File: src/pinmux_pkg.sv
// shared constants, carrier types and decode helpers of the pin multiplexer
package pinmux_pkg;

  localparam int NUM_PORTS = 6;
  localparam int NUM_PULL_PORTS = 4;
  localparam int SLOT_PORT9 = 5;
  localparam logic [3:0] SLOT_NONE = 4'hF;

  // ****************************************
  // register offsets
  // ****************************************
  localparam logic [7:0] ADDR_DATA0 = 8'h00;
  localparam logic [7:0] ADDR_DATA9 = 8'h09;
  localparam logic [7:0] ADDR_DIR0 = 8'h10;
  localparam logic [7:0] ADDR_PULL0 = 8'h1C;
  localparam logic [7:0] ADDR_HIGH_ADDR_EN = 8'hA6;
  localparam logic [7:0] ADDR_BUS_CTRL = 8'hA7;

  // ****************************************
  // reset values
  // ****************************************
  localparam logic [7:0] RST_DATA = 8'h00;
  localparam logic [7:0] RST_DIR = 8'h00;
  localparam logic [7:0] RST_PULL = 8'h00;
  localparam logic [7:0] RST_HIGH_ADDR_EN = 8'h00;
  localparam logic [7:0] RST_BUS_CTRL = 8'h00;
  localparam logic [2:0] MODE_SINGLE_CHIP = 3'h3;

  // ****************************************
  // bus control field positions
  // ****************************************
  localparam int BC_LOW_WR_EN = 0;
  localparam int BC_HIGH_WR_EN = 1;
  localparam int BC_HOLD_EN = 2;
  localparam int BC_READY_EN = 3;
  localparam int BC_CLK_OUT_EN = 4;
  localparam int BC_BUS16 = 5;

  typedef struct packed {
    logic [7:0] addr;
    logic [7:0] wdata;
    logic wr;
    logic rd;
  } reg_req_t;

  typedef struct packed {
    logic [7:0] out;
    logic [7:0] oe;
  } pin_drive_t;

  // driven by the bus interface of the core
  typedef struct packed {
    logic [15:0] adOut;
    logic adOe;
    logic [7:0] upperAddr;
    logic addrLatch;
    logic readStrobe;
    logic lowWrite;
    logic highWrite;
    logic holdGrant;
    logic busClk;
  } ext_bus_t;

  typedef struct packed {
    logic ser0Tx;
    logic ser0TxEn;
    logic ser0ClkOut;
    logic ser0ClkEn;
    logic can1Tx;
    logic can1TxEn;
  } periph_out_t;

  typedef struct packed {
    logic [15:0] adIn;
    logic holdRequest;
    logic readyIn;
    logic ser0ClkIn;
    logic ser0RxIn;
    logic ser1RxIn;
    logic can0Rx;
    logic can1Rx;
  } periph_in_t;

  // port data offset to storage slot; port 9 sits after port 4
  function automatic logic [3:0] portSlot(input logic [7:0] off);
    if (off < 8'h05) begin
      portSlot = off[3:0];
    end else if (off == ADDR_DATA9) begin
      portSlot = 4'(SLOT_PORT9);
    end else begin
      portSlot = SLOT_NONE;
    end
  endfunction : portSlot

endpackage : pinmux_pkg

File: src/pin_function_multiplexer.sv
// pin function multiplexer: port bits versus bus, serial and CAN functions
//
// How it works
// [RULE1] port 0: gpio, or bus low byte
// [RULE2] port 1: gpio, or bus high byte
// [RULE3] port 2 bit: gpio if enable set, else address
// [RULE4] port 3 bit 0: latch enable on bus
// [RULE5] port 3 bit 1: read strobe on bus
// [RULE6] port 3 bit 2: low write strobe if enabled
// [RULE7] port 3 bit 3: high strobe, 16-bit only
// [RULE8] port 3 bit 4: hold request input if enabled
// [RULE9] port 3 bit 5: hold grant output if enabled
// [RULE10] port 3 bit 6: ready input if enabled
// [RULE11] port 3 bit 7: clock output if enabled
// [RULE12] port 4 bit 0: serial 0 transmit
// [RULE13] port 4 bit 1: serial 0 clock output
// [RULE14] serial receive pins stay gpio, software sets input
// [RULE15] port 9 bit 6: CAN 1 transmit
// [RULE16] software keeps other drivers off CAN receive
// [RULE17] ports 0-3 gpio bits have pullup control
// [RULE18] operating mode from three static mode pins
// [RULE19] reset pin and standby pin are requests
// [RULE20] unowned pins follow data and direction
//
// Added by the designer: the address map and the strobed register port.
`timescale 1ns/1ns
`default_nettype none
module pin_function_multiplexer
  import pinmux_pkg::*;
(
  input wire logic core_clk,
  input wire logic rst_n,
  input wire logic [2:0] modeSel,
  input wire logic standbyPin,
  input wire logic [7:0] regAddr,
  input wire logic [7:0] regWdata,
  input wire logic regWr,
  input wire logic regRd,
  output logic [7:0] regRdata,
  input wire ext_bus_t busOut,
  input wire periph_out_t periphOut,
  output periph_in_t periphIn,
  input wire logic [NUM_PORTS-1:0][7:0] pinIn,
  output logic [NUM_PORTS-1:0][7:0] pinOut,
  output logic [NUM_PORTS-1:0][7:0] pinOe,
  output logic [NUM_PULL_PORTS-1:0][7:0] pullupEn,
  output logic standbyRequest,
  output logic extBusActive
);

  // ****************************************
  // state
  // ****************************************
  typedef struct packed {
    logic [7:0] busCtrl;
    logic [7:0] highAddrEn;
    logic [7:0] rdata;
    pin_drive_t [NUM_PORTS-1:0] drv;
    logic [NUM_PULL_PORTS-1:0][7:0] pull;
    periph_in_t toCore;
  } mux_t;

  mux_t q, d;
  reg_req_t req;
  logic rstSyncN;
  logic extBus;
  logic [NUM_PORTS-1:0][7:0] portData;
  logic [NUM_PORTS-1:0][7:0] portDir;
  logic [NUM_PULL_PORTS-1:0][7:0] portPull;

  assign req = '{addr: regAddr, wdata: regWdata, wr: regWr, rd: regRd};

  mode_strap u_strap (
    .core_clk(core_clk),
    .rst_n(rst_n),
    .modeSel(modeSel),
    .standbyPin(standbyPin),
    .rstSyncN(rstSyncN),
    .extBusEn(extBus),
    .standbyReq(standbyRequest)
  );

  port_bank u_bank (
    .core_clk(core_clk),
    .rstSyncN(rstSyncN),
    .req(req),
    .data(portData),
    .dir(portDir),
    .pull(portPull)
  );

  // ****************************************
  // registers and pin routing
  // ****************************************
  always_comb begin
    logic [3:0] slot;
    logic lowWrOn;
    logic highWrOn;
    logic holdOn;
    logic readyOn;
    logic clkOn;
    logic [NUM_PULL_PORTS-1:0][7:0] owned;
    d = q;
    slot = portSlot(req.addr - ADDR_DATA0);
    lowWrOn = extBus && q.busCtrl[BC_LOW_WR_EN];
    highWrOn = extBus && q.busCtrl[BC_BUS16] && q.busCtrl[BC_HIGH_WR_EN];
    holdOn = extBus && q.busCtrl[BC_HOLD_EN];
    readyOn = extBus && q.busCtrl[BC_READY_EN];
    clkOn = extBus && q.busCtrl[BC_CLK_OUT_EN];
    owned = '0;

    if (req.wr && req.addr == ADDR_HIGH_ADDR_EN) begin
      d.highAddrEn = req.wdata;
    end
    if (req.wr && req.addr == ADDR_BUS_CTRL) begin
      d.busCtrl = req.wdata;
    end

    // data reads return the pin for input bits, the latch for outputs
    d.rdata = 8'h00;
    if (req.rd) begin
      if (slot != SLOT_NONE) begin
        d.rdata = (portData[slot] & portDir[slot]) | (pinIn[slot] & ~portDir[slot]);
      end else if (portSlot(req.addr - ADDR_DIR0) != SLOT_NONE) begin
        d.rdata = portDir[portSlot(req.addr - ADDR_DIR0)];
      end else if (req.addr >= ADDR_PULL0 &&
                   req.addr < ADDR_PULL0 + 8'(NUM_PULL_PORTS)) begin
        d.rdata = portPull[2'(req.addr - ADDR_PULL0)];
      end
    end

    for (int p = 0; p < NUM_PORTS; p++) begin
      d.drv[p].out = portData[p]; // [RULE20]
      d.drv[p].oe = portDir[p]; // [RULE20]
    end

    if (extBus) begin
      d.drv[0].out = busOut.adOut[7:0]; // [RULE1]
      d.drv[0].oe = {8{busOut.adOe}}; // [RULE1]
      d.drv[1].out = busOut.adOut[15:8]; // [RULE2]
      d.drv[1].oe = {8{busOut.adOe}}; // [RULE2]
      owned[0] = 8'hFF;
      owned[1] = 8'hFF;
      for (int b = 0; b < 8; b++) begin
        if (!q.highAddrEn[b]) begin
          d.drv[2].out[b] = busOut.upperAddr[b]; // [RULE3]
          d.drv[2].oe[b] = 1'b1; // [RULE3]
          owned[2][b] = 1'b1;
        end
      end
      d.drv[3].out[1:0] = {busOut.readStrobe, busOut.addrLatch}; // [RULE4] [RULE5]
      d.drv[3].oe[1:0] = 2'h3; // [RULE4] [RULE5]
      owned[3][1:0] = 2'h3;
    end
    // one strobe serves the low byte of 16-bit and the only byte of 8-bit
    if (lowWrOn) begin
      d.drv[3].out[2] = busOut.lowWrite; // [RULE6]
      d.drv[3].oe[2] = 1'b1; // [RULE6]
      owned[3][2] = 1'b1;
    end
    if (highWrOn) begin
      d.drv[3].out[3] = busOut.highWrite; // [RULE7]
      d.drv[3].oe[3] = 1'b1; // [RULE7]
      owned[3][3] = 1'b1;
    end
    if (holdOn) begin
      d.drv[3].oe[4] = 1'b0; // [RULE8]
      d.drv[3].out[5] = busOut.holdGrant; // [RULE9]
      d.drv[3].oe[5] = 1'b1; // [RULE9]
      owned[3][5:4] = 2'h3;
    end
    if (readyOn) begin
      d.drv[3].oe[6] = 1'b0; // [RULE10]
      owned[3][6] = 1'b1;
    end
    if (clkOn) begin
      d.drv[3].out[7] = busOut.busClk; // [RULE11]
      d.drv[3].oe[7] = 1'b1; // [RULE11]
      owned[3][7] = 1'b1;
    end
    if (periphOut.ser0TxEn) begin
      d.drv[4].out[0] = periphOut.ser0Tx; // [RULE12]
      d.drv[4].oe[0] = 1'b1; // [RULE12]
    end
    if (periphOut.ser0ClkEn) begin
      d.drv[4].out[1] = periphOut.ser0ClkOut; // [RULE13]
      d.drv[4].oe[1] = 1'b1; // [RULE13]
    end
    if (periphOut.can1TxEn) begin
      d.drv[SLOT_PORT9].out[6] = periphOut.can1Tx; // [RULE15]
      d.drv[SLOT_PORT9].oe[6] = 1'b1; // [RULE15]
    end

    // pullups only on gpio bits that are inputs, never against a driver
    for (int p = 0; p < NUM_PULL_PORTS; p++) begin
      d.pull[p] = portPull[p] & ~d.drv[p].oe & ~owned[p]; // [RULE17]
    end

    d.toCore.adIn = {pinIn[1], pinIn[0]};
    d.toCore.holdRequest = holdOn && pinIn[3][4]; // [RULE8]
    // ready defaults high so that a disabled ready input never stalls
    d.toCore.readyIn = readyOn ? pinIn[3][6] : 1'b1; // [RULE10]
    d.toCore.ser0ClkIn = pinIn[4][1];
    // receive paths are plain taps on the pin input
    d.toCore.ser0RxIn = pinIn[4][2]; // [RULE14]
    d.toCore.ser1RxIn = pinIn[4][3]; // [RULE14]
    d.toCore.can0Rx = pinIn[SLOT_PORT9][5]; // [RULE16]
    d.toCore.can1Rx = pinIn[SLOT_PORT9][7]; // [RULE16]
  end

  always_ff @(posedge core_clk or negedge rstSyncN) begin
    if (!rstSyncN) begin
      q <= '0;
      q.busCtrl <= RST_BUS_CTRL;
      q.highAddrEn <= RST_HIGH_ADDR_EN;
      q.toCore.readyIn <= 1'b1;
    end else begin
      q <= d;
    end
  end

  always_comb begin
    for (int p = 0; p < NUM_PORTS; p++) begin
      pinOut[p] = q.drv[p].out;
      pinOe[p] = q.drv[p].oe;
    end
  end

  assign pullupEn = q.pull;
  assign periphIn = q.toCore;
  assign regRdata = q.rdata;
  assign extBusActive = extBus;
endmodule : pin_function_multiplexer
`default_nettype wire

File: src/mode_strap.sv
// reset release, mode capture and standby request
`timescale 1ns/1ns
`default_nettype none
module mode_strap
  import pinmux_pkg::*;
#(
  parameter logic [2:0] SINGLE_CHIP = MODE_SINGLE_CHIP
) (
  input wire logic core_clk,
  input wire logic rst_n,
  input wire logic [2:0] modeSel,
  input wire logic standbyPin,
  output logic rstSyncN,
  output logic extBusEn,
  output logic standbyReq
);

  typedef struct packed {
    logic captured;
    logic extBus;
    logic standby;
  } strap_t;

  logic [1:0] syncQ;
  strap_t q, d;

  always_ff @(posedge core_clk or negedge rst_n) begin
    if (!rst_n) begin
      syncQ <= 2'h0;
    end else begin
      syncQ <= {syncQ[0], 1'b1};
    end
  end

  assign rstSyncN = syncQ[1];

  // mode pins are caught once, after release; they are static straps
  always_comb begin
    d = q;
    d.standby = standbyPin; // [RULE19]
    if (!q.captured) begin
      d.captured = 1'b1;
      d.extBus = (modeSel != SINGLE_CHIP); // [RULE18]
    end
  end

  always_ff @(posedge core_clk or negedge rstSyncN) begin
    if (!rstSyncN) begin
      q <= '0;
    end else begin
      q <= d;
    end
  end

  assign extBusEn = q.extBus;
  assign standbyReq = q.standby;

endmodule : mode_strap
`default_nettype wire

File: src/port_bank.sv
// port data, direction and pullup registers
`timescale 1ns/1ns
`default_nettype none
module port_bank
  import pinmux_pkg::*;
#(
  parameter int PORTS = NUM_PORTS,
  parameter int PULLS = NUM_PULL_PORTS
) (
  input wire logic core_clk,
  input wire logic rstSyncN,
  input wire reg_req_t req,
  output logic [PORTS-1:0][7:0] data,
  output logic [PORTS-1:0][7:0] dir,
  output logic [PULLS-1:0][7:0] pull
);

  if (PORTS != NUM_PORTS || PULLS > PORTS) begin : g_check
    $error("port_bank: port counts do not match the map");
  end

  typedef struct packed {
    logic [PORTS-1:0][7:0] data;
    logic [PORTS-1:0][7:0] dir;
    logic [PULLS-1:0][7:0] pull;
  } bank_t;

  bank_t q, d;

  always_comb begin
    logic [3:0] dSlot;
    logic [3:0] rSlot;
    dSlot = portSlot(req.addr - ADDR_DATA0);
    rSlot = portSlot(req.addr - ADDR_DIR0);
    d = q;
    if (req.wr) begin
      if (dSlot != SLOT_NONE) begin
        d.data[dSlot] = req.wdata;
      end
      if (rSlot != SLOT_NONE) begin
        d.dir[rSlot] = req.wdata;
      end
      if (req.addr >= ADDR_PULL0 && req.addr < ADDR_PULL0 + 8'(PULLS)) begin
        d.pull[2'(req.addr - ADDR_PULL0)] = req.wdata; // [RULE17]
      end
    end
  end

  always_ff @(posedge core_clk or negedge rstSyncN) begin
    if (!rstSyncN) begin
      q.data <= {PORTS{RST_DATA}};
      q.dir <= {PORTS{RST_DIR}};
      q.pull <= {PULLS{RST_PULL}};
    end else begin
      q <= d;
    end
  end

  assign data = q.data;
  assign dir = q.dir;
  assign pull = q.pull;

endmodule : port_bank
`default_nettype wire

File: config.mk
export PLATFORM = sky130hd
export DESIGN_NAME = pin_function_multiplexer
export DESIGN_NICKNAME = d
export VERILOG_FILES = /design/src/pinmux_pkg.sv /design/src/pin_function_multiplexer.sv /design/src/mode_strap.sv /design/src/port_bank.sv
export SDC_FILE = /design/constraint.sdc
export NUM_CORES = 1
export LEC_CHECK = 0
export BUFFER_PORTS_ARGS = -buffer_cell sky130_fd_sc_hd__buf_2
export CAP_MARGIN = 20
export CORE_MARGIN = 2
export CORE_UTILIZATION = 52
export CTS_BUF_LIST = sky130_fd_sc_hd__clkbuf_4
export DETAILED_ROUTE_END_ITERATION = 6
export PLACE_DENSITY = 0.82
export SLEW_MARGIN = 20
export SYNTH_ARGS = -nofsm -noshare
export SYNTH_HDL_FRONTEND = slang
export SYNTH_SLANG_ARGS = --single-unit
File: constraint.sdc
create_clock -name core_clk -period 8.85 [get_ports core_clk]
set_clock_uncertainty 0.05 [all_clocks]
set_input_delay 2.655 -clock core_clk [delete_from_list [all_inputs] [get_ports core_clk]]
set_output_delay 2.655 -clock core_clk [all_outputs]
set_load 0.01 [all_outputs]
After elaboration in Yosys (flattened, before gate mapping)
Cells that the tools add are included.
{"block": "totals", "romBits": 0, "input_bits": 109, "output_inout_bits": 161, "regBits": 306, "latch_bits": 0, "ramBits": 0, "memories": 0}
{"block": "classes", "div_mod_pow": 0, "shift": 0, "bitwise": 20, "muxes": 80, "add_sub_neg": 2, "eq_ne": 8, "n_mul": 0, "reduce_logical": 16, "order_cmp": 11}
{"op": "$bmux W8 S3", "n": 4}
{"op": "$bwmux W48", "n": 2}
{"op": "$mux W8", "n": 12}
{"op": "$and A8 B8 Y8", "n": 10}
{"op": "$not A8 Y8", "n": 9}
{"op": "$mux W50", "n": 1}
{"op": "$demux W8 S3", "n": 2}
{"op": "$mux W1", "n": 43}
{"op": "$mux W4", "n": 9}
{"op": "$bwmux W32", "n": 1}
{"op": "$mux W26", "n": 1}
{"op": "$bmux W8 S2", "n": 1}
{"op": "$demux W8 S2", "n": 1}
{"op": "$eq A8 B4 Y1 const B", "n": 2}
{"op": "$eq A8 B8 Y1 const B", "n": 2}
{"op": "$lt A8 B3 Y1 const B", "n": 2}
{"op": "$logic_and A1 B1 Y1", "n": 13}
{"op": "$lt A4 B4 Y1 const B", "n": 3}
{"op": "$ne A4 B4 Y1 const B", "n": 3}
{"op": "$ge A4 B1 Y1 const B", "n": 2}
{"op": "$ge A8 B5 Y1 const B", "n": 1}
{"op": "$lt A8 B6 Y1 const B", "n": 1}
{"op": "$or A8 B8 Y8", "n": 1}
{"op": "$sub A8 B5 Y8 const B", "n": 1}
{"op": "6 further kinds", "n": 10}

Depth between registers and ports, before layout
{"block": "depth", "depth_word": 15, "depth_mapped": 9}

By module
Synthesis repeated with hierarchy kept, for this count alone.
{"block": "hier_totals", "hier_cells": 1077, "hier_area_um2": 13720.7}
{"mod": "pin_function_multiplexer", "n_inst": 1, "cells_each": 766, "area_each_um2": 8590.7}
{"mod": "port_bank", "n_inst": 1, "cells_each": 302, "area_each_um2": 4984.8}
{"mod": "mode_strap", "n_inst": 1, "cells_each": 9, "area_each_um2": 145.1}

Worst setup path after synthesis
No wires, ideal clock.
{"block": "synth_path", "kind": "input to register", "start": "input regAddr[2]", "end": "register, netlist name u_bank.data[16]", "setup_time_ns": 0.125, "arrival_time_ns": 4.085, "setup_slack_ns": 4.590, "path_buffers": 3, "stages": 7, "cell_sequence": "buf_2 > a211o_1 > buf_4 > buf_2 > nor2_1 > nand4_2 > mux2_2"}
{"block": "synth_between", "elab_chain_cells": 8, "word_cells_on_any_way": 12, "cone_classes": "order compare (3); eq/ne (2); mux (5); reduce/logical (2)"}
{"item": "from (decl)", "line_no": "pin_function_multiplexer.sv:35", "rtl": "input wire logic [7:0] regAddr,"}
{"item": "parallel branches: the longest is 2 deep, another holds $lt A8 B3 Y1"}
{"item": "$mux W4 (*)", "line_no": "pinmux_pkg.sv:86", "rtl": "if (off < 8'h05) begin"}
{"item": "$ge A4 B1 Y1 (implied by the code) / $lt A4 B4 Y1 (equally long branches)", "line_no": "port_bank.sv:38", "rtl": "d.data[dSlot] = req.wdata;"}
{"item": "$logic_and A1 B1 Y1 (implied by the code)", "line_no": "port_bank.sv:38"}
{"item": "$mux W8 (implied by the code)", "line_no": "port_bank.sv:38"}
{"item": "$demux W8 S3"}
{"item": "$bwmux W48", "line_no": "port_bank.sv:38"}
Mark *: on every way between the ends.
A chain may end at the register's enable or synchronous reset.

==> impl_metrics.json <==
{
  "status": "finished with violations",
  "violations": "design-rule violations",
  "r2r_cells": 4,
  "die_area_um2": 28100,
  "yosysWarningCount": 0,
  "hp-class": "flop to flop",
  "r2r_end": "pinOut[22]",
  "final_util": 0.582,
  "fin_crit_sh": 0.579,
  "grt_pass1_vias": 9760,
  "numClockSinks": 306,
  "synth_cell_type_count": 48,
  "hpwl_um": 26800,
  "p_leak_nw": 7.67,
  "critical_path.cell_chain": "buf_2 > buf_4 > nor2_2 > nand2_1 > o32ai_1 > mux2i_1 > a221oi_1",
  "final_layout_size_suffix_gt1_frac": 0.451,
  "die_height_um": 167,
  "syn_inst": 1109,
  "met3_usage": 0.0638,
  "p_total_mw": 2.97,
  "cp-start-kind": "input pin",
  "cts-root-buf": "clkbuf_4",
  "synth_edf_count": 0,
  "vias_per_cell": 5.81,
  "final_max_slew_viol_count": 0,
  "port_buffers": 269,
  "antenna_found_initial": 2,
  "dp.cells": 1496,
  "core_um2": 26100,
  "nets": 1352,
  "whs_ns": 0.310,
  "grt_max_degree": 156,
  "fin_crit_ns": 5.12,
  "wl_um": 38200,
  "cp.depth": 7,
  "cp_slowest_cell": "nor2_2",
  "totalNegativeSetupSlack_ns": 0,
  "whs_path_depth": 0,
  "start_util": 0.532,
  "path_class": "input pin to flop",
  "holdPathEnd": "u_strap.syncQ[1]",
  "critPathBufInv": 2,
  "synth_area_um2": 13900,
  "clkTransAtPathRegs_ns": 0.06,
  "grt_pass1_wl_um": 58400,
  "fin_cells": 1637,
  "crit_path_max_fanout": 58,
  "worst-slew-pin-transition_ns": 1.11,
  "ctsResizeCount": 0,
  "path_delay_family": "simple AND/OR/NAND/NOR gates",
  "regToRegSetupSlack_ns": 6.72,
  "drt_iter0_drc": 917,
  "io_pins": 270,
  "die_x_um": 167,
  "finalHoldViolCount": 0,
  "r2r_start": "u_strap.extBusEn",
  "tritoncts": "done",
  "gr-max-usage-layer": "met2",
  "postCtsSetupBuffers": 0,
  "relSlewSlack": 0.259,
  "setup_violations": 0,
  "track_usage": 0.276,
  "clkLatencyLatePin_ns": 0.71,
  "end_kind": "flop",
  "post_drt_wl_per_cell_um": 23.4,
  "cts_buffers": 80,
  "arrival_ns": 5.65,
  "min-delay-start": "u_strap.syncQ[0]",
  "seq_area_frac_synth": 0.551,
  "nFillCells": 2143,
  "power-per-cell-area_nw_per_um2": 196,
  "vdd_drop_max_mv": 0.107,
  "synth_async_sr_flop_share": 1.00,
  "rows": 59,
  "rsz0062_at_grt": "no",
  "maxCapViolCount": 0,
  "hold_buffers": 0,
  "overflow": 0,
  "fmax_mhz": 195,
  "syn_avg_cell_area_um2": 12.5,
  "remaining_drc_errors": 32,
  "vias": 9518,
  "area_growth_pct": 9.38,
  "ys.flop_type": "dfrtp_1",
  "use_met1": 0.380,
  "crit_required_ns": 9.38,
  "ys_ff_latch": 306,
  "critPathMaxStageDelay_ns": 0.94,
  "cts_buffer_depth": 3,
  "gp_congestion": 0.948,
  "htreeDepth": 3,
  "ant_nets": 0,
  "firstDrtPassIters": 7,
  "met2_usage": 0.419
}
state kept, by name, summed over array words and instances, names as in the netlist, 2 cells and up:
name / flops
pinOe: 48
u_bank.dir: 48
pullupEn: 32
regRdata: 8
pinOut: 48
periphIn: 23
u_bank.pull: 32
q: 14
u_bank.data: 48
u_strap.syncQ: 2
metrics by stage:
step	cell area (um2)	setup slack, ns
global route	15200	3.62
detailed placement	14200	3.18
floorplan	13900	3.79
CTS	15200	3.89
global placement	14200	3.22
finish	15200	3.73
per-layer routing:
metal,routed length (um),share of wire
met1,15800,0.41
met2,17800,0.47
met3,3080,0.081
met4,1520,0.040
met5,0,0
layout make-up:
class                           instances  area [um2]  share of cell area
Antenna cell                            3        7.51            0.000494
Clock buffer                          106         796              0.0523
Clock inverter                         32         155              0.0102
Inverter                               34         128             0.00840
Multi-Input combinational cell        546        4620               0.304
Sequential cell                       306        7660               0.504
Tap cell                              335         419              0.0276
Timing Repair Buffer                  275        1410              0.0928
cell usage in the layout (no fill, tap or decap), drive strengths merged, types with 19 or more instances in the layout:
cell    instances
mux2i          32
inv            35
dfrtp         305
clkbuf        106
a221oi         24
mux2          167
clkinv         29
o21ai          40
buf           275
and3           23
o21a           19
o32ai          24
a211oi         26
nor2           25
nand2          50
worst max-delay path by stage:
stage	start	end	slack [ns]
6_report	regAddr[3]	regRdata[4]	3.73
5_1_grt	regAddr[3]	regRdata[4]	3.62
4_1_cts	regAddr[3]	regRdata[1]	3.89
3_5_place_dp	regAddr[3]	regRdata[1]	3.18
3_3_place_gp	regAddr[3]	regRdata[4]	3.22
2_1_floorplan	u_strap.syncQ[1]	periphIn[0]	3.79
power by group:
group | switching [mW] | internal [mW]
logic | 0.182 | 0.119
registers | 0.0532 | 1.47
clock network | 0.562 | 0.588
total | 0.797 | 2.18
logic make-up (layout without fill, tap and decap cells):
kind of cell           after synthesis  in the layout  share of synthesized area
AOI/OAI and AO/OA                  177            177                     0.0961
buffers and inverters              258            447                      0.117
DFF                                306            306                      0.551
muxes                              207            207                      0.171
other                                1              5                   0.000270
and+or+nand+nor                    160            160                     0.0637
Yosys cell counts (all sizes together), types with 8 or more instances:
| cell type | number | share of area |
|---|---|---|
| dfrtp | 305 | 0.55 |
| buf | 195 | 0.10 |
| mux2 | 167 | 0.14 |
| nand2 | 50 | 0.014 |
| o21ai | 40 | 0.014 |
| inv | 34 | 0.0092 |
| mux2i | 32 | 0.023 |
| clkbuf | 29 | 0.0078 |
| a211oi | 26 | 0.014 |
| nor2 | 25 | 0.0071 |
| a221oi | 24 | 0.015 |
| o32ai | 24 | 0.015 |
| and3 | 23 | 0.010 |
| o21a | 19 | 0.010 |
| nand2b | 16 | 0.0072 |
| nand3 | 13 | 0.0047 |
| nand4 | 9 | 0.0045 |
| o211ai | 9 | 0.0049 |
| a22oi | 8 | 0.0043 |
| a41oi | 8 | 0.0050 |
| mux4 | 8 | 0.013 |
| o311a | 8 | 0.0058 |
| o31a | 8 | 0.0050 |
| or2 | 8 | 0.0036 |
Note: power is estimated with default switching activity, not from simulation.
